File: src/itoc_pkg.sv
// Constants shared by the inverse time overcurrent trip block
package itoc_pkg;

  // ----------------------------------------------------------------
  // Widths
  // ----------------------------------------------------------------
  localparam int unsigned CUR_W = 16;
  localparam int unsigned TMS_W = 8;
  localparam int unsigned RATE_W = 16;
  localparam int unsigned EXC_W = CUR_W + 3;
  localparam int unsigned SQ_W = 2 * EXC_W;
  localparam int unsigned THR_W = 2 * CUR_W + TMS_W + RATE_W;
  localparam int unsigned ACC_W = 64;
  localparam int unsigned ADDR_W = 8;
  localparam int unsigned DATA_W = 32;

  // ----------------------------------------------------------------
  // Register offsets (byte addresses)
  // ----------------------------------------------------------------
  localparam logic [7:0] ITOC_CTRL_OFS = 8'h00;
  localparam logic [7:0] ITOC_LIM0_OFS = 8'h04;
  localparam logic [7:0] ITOC_LIM1_OFS = 8'h08;
  localparam logic [7:0] ITOC_LIM2_OFS = 8'h0C;
  localparam logic [7:0] ITOC_TMS_OFS = 8'h10;
  localparam logic [7:0] ITOC_STAT_OFS = 8'h14;
  localparam logic [7:0] ITOC_HEATLO_OFS = 8'h18;
  localparam logic [7:0] ITOC_HEATHI_OFS = 8'h1C;
  localparam logic [7:0] ITOC_CLEAR_OFS = 8'h20;
  localparam logic [7:0] ITOC_PEAK_OFS = 8'h24;

  // ----------------------------------------------------------------
  // Field positions
  // ----------------------------------------------------------------
  localparam int unsigned CTRL_ACT_BIT = 0;
  localparam int unsigned CTRL_SET_LSB = 1;
  localparam int unsigned STAT_TRIP_BIT = 0;
  localparam int unsigned STAT_ACT_BIT = 1;
  localparam int unsigned STAT_OVER_BIT = 2;
  localparam int unsigned STAT_SET_LSB = 4;
  localparam int unsigned CLEAR_BIT = 0;

  // ----------------------------------------------------------------
  // Values after reset and arithmetic constants
  // ----------------------------------------------------------------
  localparam logic [CUR_W-1:0] LIMIT_RST = 16'h0100;
  localparam logic [TMS_W-1:0] TMS_RST = 8'h24;
  localparam logic [1:0] SET_RST = 2'h0;
  localparam logic ACT_RST = 1'b0;
  // Excess above the limit is clamped to this many limits
  localparam logic [2:0] CLAMP_MULT = 3'h4;
  // Heat decays by acc >> DECAY_SHIFT per quiet sample
  localparam int unsigned DECAY_SHIFT = 12;

  // Trip action and rating set encodings
  typedef enum logic {ITOC_ACT_LOADDUMP, ITOC_ACT_SHUTDOWN} itoc_act_e;
  localparam logic [1:0] SET_PRIMARY = 2'h0;
  localparam logic [1:0] SET_SECONDARY = 2'h1;
  localparam logic [1:0] SET_TERTIARY = 2'h2;

endpackage

File: src/itoc_heat_calc.sv
// Per-sample heat increment and trip threshold for the overcurrent trip
module itoc_heat_calc
  import itoc_pkg::*;
#(
  parameter logic [RATE_W-1:0] SAMPLE_HZ = 16'h0064
) (
  input wire logic clock_i,
  input wire logic rst_n_i,
  input wire logic sample_i,
  input wire logic [CUR_W-1:0] phase_a_i,
  input wire logic [CUR_W-1:0] phase_b_i,
  input wire logic [CUR_W-1:0] phase_c_i,
  input wire logic [CUR_W-1:0] limit_i,
  input wire logic [TMS_W-1:0] tms_i,
  output logic valid_o,
  output logic over_o,
  output logic [CUR_W-1:0] peak_o,
  output logic [SQ_W-1:0] excess_sq_o,
  output logic [THR_W-1:0] thresh_o
);

  // ----------------------------------------------------------------
  // Peak phase, clamped excess and threshold
  // ----------------------------------------------------------------
  logic [CUR_W-1:0] peak;
  logic [EXC_W-1:0] excess;
  logic [EXC_W-1:0] clamp;
  logic [EXC_W-1:0] excess_c;
  logic valid_d, over_d;
  logic [CUR_W-1:0] peak_d;
  logic [SQ_W-1:0] sq_d;
  logic [THR_W-1:0] thr_d;

  // Square law increment, capped for the definite minimum time
  always_comb begin
    peak = phase_a_i;
    if (phase_b_i > peak) begin
      peak = phase_b_i;
    end
    if (phase_c_i > peak) begin
      peak = phase_c_i;
    end
    excess = (peak > limit_i) ? EXC_W'(peak - limit_i) : '0;
    clamp = EXC_W'(limit_i * CLAMP_MULT);
    excess_c = (excess > clamp) ? clamp : excess;
    valid_d = sample_i;
    over_d = sample_i ? (peak > limit_i) : over_o;
    peak_d = sample_i ? peak : peak_o;
    sq_d = sample_i ? SQ_W'(excess_c * excess_c) : excess_sq_o;
    // Limit squared times TMS seconds times samples per second
    thr_d = sample_i ? THR_W'(limit_i * limit_i * tms_i * SAMPLE_HZ)
                     : thresh_o;
  end

  // Stage register
  always_ff @(posedge clock_i) begin
    if (!rst_n_i) begin
      valid_o <= 1'b0;
      over_o <= 1'b0;
      peak_o <= '0;
      excess_sq_o <= '0;
      thresh_o <= '0;
    end else begin
      valid_o <= valid_d;
      over_o <= over_d;
      peak_o <= peak_d;
      excess_sq_o <= sq_d;
      thresh_o <= thr_d;
    end
  end

endmodule

File: src/itoc_trip.sv
// Inverse time overcurrent trip with heat memory and register port
module itoc_trip
  import itoc_pkg::*;
#(
  parameter logic [RATE_W-1:0] SAMPLE_HZ = 16'h0064
) (
  input wire logic clock_i,
  input wire logic rst_n_i,
  input wire logic sample_i,
  input wire logic [CUR_W-1:0] phase_a_i,
  input wire logic [CUR_W-1:0] phase_b_i,
  input wire logic [CUR_W-1:0] phase_c_i,
  input wire logic stop_ack_i,
  input wire logic [ADDR_W-1:0] addr_i,
  input wire logic [DATA_W-1:0] wdata_i,
  input wire logic wr_i,
  input wire logic rd_i,
  output logic [DATA_W-1:0] rdata_o,
  output logic trip_o,
  output logic load_dump_req_o,
  output logic shutdown_req_o
);

  // ----------------------------------------------------------------
  // Configuration registers
  // ----------------------------------------------------------------
  // Control: bit 0 trip action, bits 2:1 rating set
  // Three limits, one per rating set, and one time multiplier
  // Writes land at the next edge; the limit in use follows the set
  // at once, so a set change applies from the next sample on
  logic act_cfg_q, act_cfg_d;
  logic [1:0] set_q, set_d;
  logic [CUR_W-1:0] lim_q [3];
  logic [CUR_W-1:0] lim_d [3];
  logic [TMS_W-1:0] tms_q, tms_d;
  logic [CUR_W-1:0] limit_sel;

  // Register writes and rating set selection
  always_comb begin
    act_cfg_d = act_cfg_q;
    set_d = set_q;
    tms_d = tms_q;
    for (int k = 0; k < 3; k++) begin
      lim_d[k] = lim_q[k];
    end
    if (wr_i) begin
      unique case (addr_i)
        ITOC_CTRL_OFS: begin
          act_cfg_d = wdata_i[CTRL_ACT_BIT];
          set_d = wdata_i[CTRL_SET_LSB +: 2];
        end
        ITOC_LIM0_OFS: lim_d[0] = wdata_i[CUR_W-1:0];
        ITOC_LIM1_OFS: lim_d[1] = wdata_i[CUR_W-1:0];
        ITOC_LIM2_OFS: lim_d[2] = wdata_i[CUR_W-1:0];
        ITOC_TMS_OFS: tms_d = wdata_i[TMS_W-1:0];
        default: ;
      endcase
    end
  end

  // Limit of the selected rating set; code 3 acts as tertiary
  always_comb begin
    unique case (set_q)
      SET_PRIMARY: limit_sel = lim_q[0];
      SET_SECONDARY: limit_sel = lim_q[1];
      default: limit_sel = lim_q[2];
    endcase
  end

  // Configuration storage
  always_ff @(posedge clock_i) begin
    if (!rst_n_i) begin
      act_cfg_q <= ACT_RST;
      set_q <= SET_RST;
      tms_q <= TMS_RST;
      for (int k = 0; k < 3; k++) begin
        lim_q[k] <= LIMIT_RST;
      end
    end else begin
      act_cfg_q <= act_cfg_d;
      set_q <= set_d;
      tms_q <= tms_d;
      for (int k = 0; k < 3; k++) begin
        lim_q[k] <= lim_d[k];
      end
    end
  end

  // ----------------------------------------------------------------
  // Arithmetic stage
  // ----------------------------------------------------------------
  // Peak phase, squared excess and trip threshold, one stage deep
  // Squaring the excess rather than dividing keeps the path short:
  // the threshold carries the limit squared instead
  // The stage holds its last values between strobes, so stale
  // phase inputs between samples never reach the heat
  logic calc_valid;
  logic calc_over;
  logic [CUR_W-1:0] calc_peak;
  logic [SQ_W-1:0] calc_sq;
  logic [THR_W-1:0] calc_thr;

  itoc_heat_calc #(
    .SAMPLE_HZ(SAMPLE_HZ)
  ) u_calc (
    .clock_i(clock_i),
    .rst_n_i(rst_n_i),
    .sample_i(sample_i),
    .phase_a_i(phase_a_i),
    .phase_b_i(phase_b_i),
    .phase_c_i(phase_c_i),
    .limit_i(limit_sel),
    .tms_i(tms_q),
    .valid_o(calc_valid),
    .over_o(calc_over),
    .peak_o(calc_peak),
    .excess_sq_o(calc_sq),
    .thresh_o(calc_thr)
  );

  // ----------------------------------------------------------------
  // Heat accumulator and trip latch
  // ----------------------------------------------------------------
  logic [ACC_W-1:0] acc_q, acc_d;
  logic [ACC_W-1:0] acc_sum;
  logic [ACC_W-1:0] acc_dec;
  logic trip_q, trip_d;
  logic act_q, act_d;
  logic trip_fire;
  logic clear_req;

  // Heat integration, decay and trip decision
  // Comparing the summed squares against limit squared times the
  // multiplier and the rate is the same as adding the inverse trip
  // time per sample and tripping at one
  // The excess is clamped upstream, which fixes the minimum time
  always_comb begin
    acc_sum = acc_q + ACC_W'(calc_sq);
    // Quiet decay, at least one step so the heat drains to zero
    acc_dec = acc_q >> DECAY_SHIFT;
    if ((acc_dec == '0) && (acc_q != '0)) begin
      acc_dec = ACC_W'(1);
    end
    acc_d = acc_q;
    trip_fire = 1'b0;
    // A latched trip freezes the heat at zero until released
    if (calc_valid && !trip_q) begin
      if (calc_over) begin
        // Heat left from earlier episodes shortens this one
        if (acc_sum >= ACC_W'(calc_thr)) begin
          trip_fire = 1'b1;
          acc_d = '0;
        end else begin
          acc_d = acc_sum;
        end
      end else begin
        acc_d = acc_q - acc_dec;
      end
    end
  end

  // Heat storage
  always_ff @(posedge clock_i) begin
    if (!rst_n_i) begin
      acc_q <= '0;
    end else begin
      acc_q <= acc_d;
    end
  end

  // ----------------------------------------------------------------
  // Trip latch
  // ----------------------------------------------------------------
  // Either the stop sequence or software may release the latch
  // The action is captured at the trip, so a later change of the
  // control register does not alter a request already raised

  // Latch set, release and action capture
  always_comb begin
    clear_req = stop_ack_i ||
                (wr_i && (addr_i == ITOC_CLEAR_OFS) && wdata_i[CLEAR_BIT]);
    // A trip arriving with the clear wins
    trip_d = trip_q;
    act_d = act_q;
    if (clear_req) begin
      trip_d = 1'b0;
    end
    if (trip_fire) begin
      trip_d = 1'b1;
      act_d = act_cfg_q;
    end
  end

  // Trip latch storage
  always_ff @(posedge clock_i) begin
    if (!rst_n_i) begin
      trip_q <= 1'b0;
      act_q <= ACT_RST;
    end else begin
      trip_q <= trip_d;
      act_q <= act_d;
    end
  end

  // ----------------------------------------------------------------
  // Outputs and read port
  // ----------------------------------------------------------------
  logic [DATA_W-1:0] rdata_d;
  logic trip_out_d, ld_d, sd_d;

  // Register read mux
  // Unmapped and write-only offsets read as zero; the two heat
  // halves are separate reads and are not captured together
  always_comb begin
    rdata_d = '0;
    if (rd_i) begin
      unique case (addr_i)
        ITOC_CTRL_OFS: begin
          rdata_d[CTRL_ACT_BIT] = act_cfg_q;
          rdata_d[CTRL_SET_LSB +: 2] = set_q;
        end
        ITOC_LIM0_OFS: rdata_d[CUR_W-1:0] = lim_q[0];
        ITOC_LIM1_OFS: rdata_d[CUR_W-1:0] = lim_q[1];
        ITOC_LIM2_OFS: rdata_d[CUR_W-1:0] = lim_q[2];
        ITOC_TMS_OFS: rdata_d[TMS_W-1:0] = tms_q;
        ITOC_STAT_OFS: begin
          rdata_d[STAT_TRIP_BIT] = trip_q;
          rdata_d[STAT_ACT_BIT] = act_q;
          rdata_d[STAT_OVER_BIT] = calc_over;
          rdata_d[STAT_SET_LSB +: 2] = set_q;
        end
        ITOC_HEATLO_OFS: rdata_d = acc_q[DATA_W-1:0];
        ITOC_HEATHI_OFS: rdata_d = acc_q[ACC_W-1:DATA_W];
        ITOC_PEAK_OFS: rdata_d[CUR_W-1:0] = calc_peak;
        default: rdata_d = '0;
      endcase
    end
  end

  // Read data register: one cycle answer, zero otherwise
  always_ff @(posedge clock_i) begin
    if (!rst_n_i) begin
      rdata_o <= '0;
    end else begin
      rdata_o <= rdata_d;
    end
  end

  // ----------------------------------------------------------------
  // Stop requests
  // ----------------------------------------------------------------
  // Requests follow the latch's next value, so they rise and fall
  // on the same edge as the trip flag itself
  // Exactly one request stands while the flag is set

  // Request decode from the latched action
  always_comb begin
    trip_out_d = trip_d;
    ld_d = trip_d && (act_d == ITOC_ACT_LOADDUMP);
    sd_d = trip_d && (act_d == ITOC_ACT_SHUTDOWN);
  end

  // Trip flag and stop request registers
  always_ff @(posedge clock_i) begin
    if (!rst_n_i) begin
      trip_o <= 1'b0;
      load_dump_req_o <= 1'b0;
      shutdown_req_o <= 1'b0;
    end else begin
      trip_o <= trip_out_d;
      load_dump_req_o <= ld_d;
      shutdown_req_o <= sd_d;
    end
  end

endmodule
File: config.mk
export PLATFORM = sky130hd
export DESIGN_NAME = itoc_trip
export DESIGN_NICKNAME = d
export VERILOG_FILES = /design/src/itoc_pkg.sv /design/src/itoc_heat_calc.sv /design/src/itoc_trip.sv
export SDC_FILE = /design/constraint.sdc
export NUM_CORES = 2
export LEC_CHECK = 0
export ABC_AREA = 1
export BUFFER_PORTS_ARGS = -buffer_cell sky130_fd_sc_hd__buf_2
export CORE_ASPECT_RATIO = 1.5
export CORE_MARGIN = 2
export CORE_UTILIZATION = 45
export DETAILED_ROUTE_END_ITERATION = 12
export GPL_TIMING_DRIVEN = 0
export PLACE_DENSITY = 0.66
export REMOVE_ABC_BUFFERS = 1
export SLEW_MARGIN = 20
export SYNTH_ARGS = -nofsm -noshare
export SYNTH_HDL_FRONTEND = slang
export SYNTH_HIERARCHICAL = 1
export SYNTH_SLANG_ARGS = --single-unit
export TNS_END_PERCENT = 10
File: constraint.sdc
create_clock -name clock_i -period 18.3 [get_ports clock_i]
set_input_delay 1.83 -clock clock_i [delete_from_list [all_inputs] [get_ports clock_i]]
set_output_delay 1.83 -clock clock_i [all_outputs]
set_load 0.01 [all_outputs]
==> implementation parameters <==
Parameter                              Value

Global routing
  GRT Overall Usage ... 0.3191
  Vias in the first global route ... 51,850
  Wire length of the first global-routing pass ... between 200,000 and 300,000 um
  Total grt overflow ... 0
  Maximum number of pins on one net before global-route repair ... around 130
  Initial antenna violation count ... 13

Logic synthesis
  Number of cells produced by synthesis ... 7,708
  Leading register cell type out of synthesis ... sky130_fd_sc_hd__dfxtp_1
  EDFF count, synth ... 0
  Synthesized area per cell ... between 6 and 7 um^2
  Top area cells in the synthesized netlist ... sky130_fd_sc_hd__fa_1, sky130_fd_sc_hd__ha_1, sky130_fd_sc_hd__inv_1
  Number of warnings issued by yosys ... 6
  Top cell type's share of synthesized area ... 0.2352
  Biggest area consumer among synthesized cells ... sky130_fd_sc_hd__fa_1
  Post-synth cell types ... between 60 and 70
  Number of register bits inferred by synthesis ... 259
  Sequential fraction of the synthesis area ... 0.09761
  Asr flop ratio synth ... 0
  Cell area after technology mapping ... about 53,000 um^2

Power
  Leakage component of the power ... approximately 30 nW
  Maximum vdd ir drop ... 0.0004453 V
  Power density over the cells ... roughly 170 nW/um^2

Layout
  Layout area overhead ... 6.378%
  Finished Core Util ... 0.4816
  Most frequent cells in the layout ... sky130_fd_sc_hd__inv_1, sky130_fd_sc_hd__nand2_1, sky130_fd_sc_hd__nor2_1
  Fraction of final layout cells with drive strength greater than 1 ... 0.04760
  Final instance area ... between 50,000 and 60,000 um^2
  Non-filler cells, final ... between 9,000 and 10,000
  Most common cell after layout, fill and taps aside ... sky130_fd_sc_hd__inv_1
  Final-stage net count ... 9,057

Outcome
  Run status ... complete, no violations

Floorplanning
  Initial Util ... 0.4527
  Vertical extent of the die ... ~420 um
  Boundary pin count ... 129
  Die width ... approximately 280 um
  Standard cell core area ... around 120,000 um^2
  Die outline area ... around 120,000 um^2
  Number of placement rows ... 154

STA
  Ratio of final minimum period to clock period ... 0.9080
  Post-Route Hold Slack ... around 0.47 ns
  Slew @ Worst Pin ... between 1 and 1.5 ns
  Final hold violations ... 0
  Setup Skew ... 0.03748 ns
  Final setup violating endpoints ... 0
  Relative max-transition margin ... 0.1871
  Achievable clock frequency ... between 0.06 and 0.07 GHz
  Setup repair after global routing missed its margin ... false
  Fin Setup TNS ... 0 ns
  Final-report max-slew violation count ... 0
  Minimum clock period ... about 17 ns

Drt
  Via density per instance ... roughly 5.4
  Wirelength, routed ... roughly 190,000 um
  Routed length per placed instance ... 20.75 um
  DRC violations left ... 0
  Vias after detailed routing ... about 51,000
  DRC violation total after the first TritonRoute iteration ... about 3,700
  Number of nets with antenna violations after routing ... 0
  Initial DRT Pass Iterations ... 6

Placement
  Detail Placement HPWL ... 164,200 um
  Placer's final routability congestion estimate ... 0.9953
  Post-place instance area ... roughly 55,000 um^2
  Post-Place Cells ... between 9,000 and 10,000
  IO buf count ... 112

Clocking
  Clock transition at the registers of the reported paths ... ~0.070 ns
  Number of setup buffers added after CTS ... 0
  CTS tree ... yes
  Clock sink count ... roughly 260
  Clock latency reported for the late side of the worst-skew pair ... approximately 0.63 ns
  Cts-stage hold buffer count ... 0
  CTS max path bufs ... 3
  Post-cts sizing count ... 0
  Total clock buffers created by CTS ... 30
  CTS root buffer ... sky130_fd_sc_hd__clkbuf_16
  Depth of the CTS H-tree ... 1

Worst setup path
  Critical register-to-register path startpoint ... set_q[1]
  Required @ worst endpoint ... around 19 ns
  Type of origin of the critical path ... flip-flop
  WP data arrival ... 17.16 ns
  Master of the slowest instance on the critical path ... sky130_fd_sc_hd__o221ai_4
  Maximum net fanout on the critical path ... 21
  Crit path max-delay family ... adder cells
  Worst Path Class, Setup ... reg -> reg
  Crit path top cell by count ... sky130_fd_sc_hd__inv_1
  Worst Setup SP ... set_q[1]
  Kind of end point of the critical path ... flip-flop
  Buffer and inverter count on the worst path ... 14
  Peak per-stage delay on the critical path ... about 0.85 ns

Worst hold path
  Hold path start ... lim_q[0][2]
  Hold Path Class ... reg -> reg

Run
  Max-cap violations ... 0
synthesized netlist by cell type, types with 19 or more instances:
cell type / instances
sky130_fd_sc_hd__nand2_1: 1537
sky130_fd_sc_hd__a21oi_1: 442
sky130_fd_sc_hd__or2_2: 46
sky130_fd_sc_hd__nor3_1: 68
sky130_fd_sc_hd__xnor2_1: 56
sky130_fd_sc_hd__o21bai_1: 40
sky130_fd_sc_hd__xor2_1: 117
sky130_fd_sc_hd__nor2_1: 831
sky130_fd_sc_hd__a21o_1: 30
sky130_fd_sc_hd__o21ai_0: 384
sky130_fd_sc_hd__o211ai_1: 36
sky130_fd_sc_hd__nand4_1: 54
sky130_fd_sc_hd__a31oi_1: 74
sky130_fd_sc_hd__inv_1: 1652
sky130_fd_sc_hd__nand3_2: 19
sky130_fd_sc_hd__ha_1: 611
sky130_fd_sc_hd__nand3_1: 373
sky130_fd_sc_hd__buf_2: 20
sky130_fd_sc_hd__fa_1: 624
sky130_fd_sc_hd__inv_2: 26
sky130_fd_sc_hd__nor4_1: 26
sky130_fd_sc_hd__dfxtp_1: 259
sky130_fd_sc_hd__nand3b_1: 25
sky130_fd_sc_hd__clkbuf_1: 141
sky130_fd_sc_hd__buf_4: 24
power breakdown:
group	total, mW	internal (mW)	switching (mW)	leakage [nW]
logic	8.16	2.63	5.53	28.1
registers	0.714	0.627	0.0870	2.12
clock network	0.631	0.338	0.292	0.489
total	9.51	3.60	5.91	30.7
kinds of logic after synthesis:
| kind of cell | after synthesis | share of synthesized area |
|---|---|---|
| fa+ha+maj | 1235 | 0.3791 |
| simple gates | 3021 | 0.2364 |
| other cells | 2 | 0.0001414 |
| xor+xnor | 173 | 0.02852 |
| flops | 259 | 0.09761 |
| compound gates | 1128 | 0.1212 |
| buf+inv | 1889 | 0.1369 |
| mux | 1 | 0.0001884 |
routing by layer:
metal	part of all wire	track usage	up-vias
met5	0.00038	0	-
met4	0.071	0.1946	12
met3	0.049	0.03144	520
met2	0.50	0.5826	1672
met1	0.38	0.3565	24260
li1	-	-	24070
final cells by class:
class / instances / area (um^2)
Antenna cell: 8 / 20.02
Clock buffer: 31 / 754.5
Clock inverter: 25 / 262.8
Fill cell: 12200 / 60840
Inverter: 1686 / 6337
Multi-Input combinational cell: 5604 / 40970
Sequential cell: 259 / 5192
Tap cell: 1560 / 1952
Timing Repair Buffer: 147 / 1025
final timing paths:
check,end,slack (ns),depth (start not counted)
hold / removal,lim_q[0][2],0.47,2
setup / recovery,u_calc/thresh_o[41],1.68,54
setup reg to reg,u_calc/thresh_o[41],1.68,54
hold reg to reg,lim_q[0][2],0.47,2
metrics by stage:
stage	worst slack, ns	power [mW]
floorplan	4.825	6.126
global placement	0.1091	8.770
detailed placement	1.435	8.838
CTS	1.832	9.519
global route	0.7548	10.53
finish	1.684	9.507
flip-flops by register name (all words and copies together), names as in the netlist, 2 cells and up:
name	cells
acc_q	64
lim_q	48
u_calc/thresh_o	45
u_calc/excess_sq_o	37
rdata_o	32
u_calc/peak_o	16
tms_q	8
set_q	2
tightest hold or removal path, delay by kind of cell, from the launching register on:
kind,cells,cell delay [ns]
AO/OA/AOI/OAI,1,0.05
buffers and inverters,1,0.06
flip-flops,1,0.31
Power figures use the tool's default switching activity.
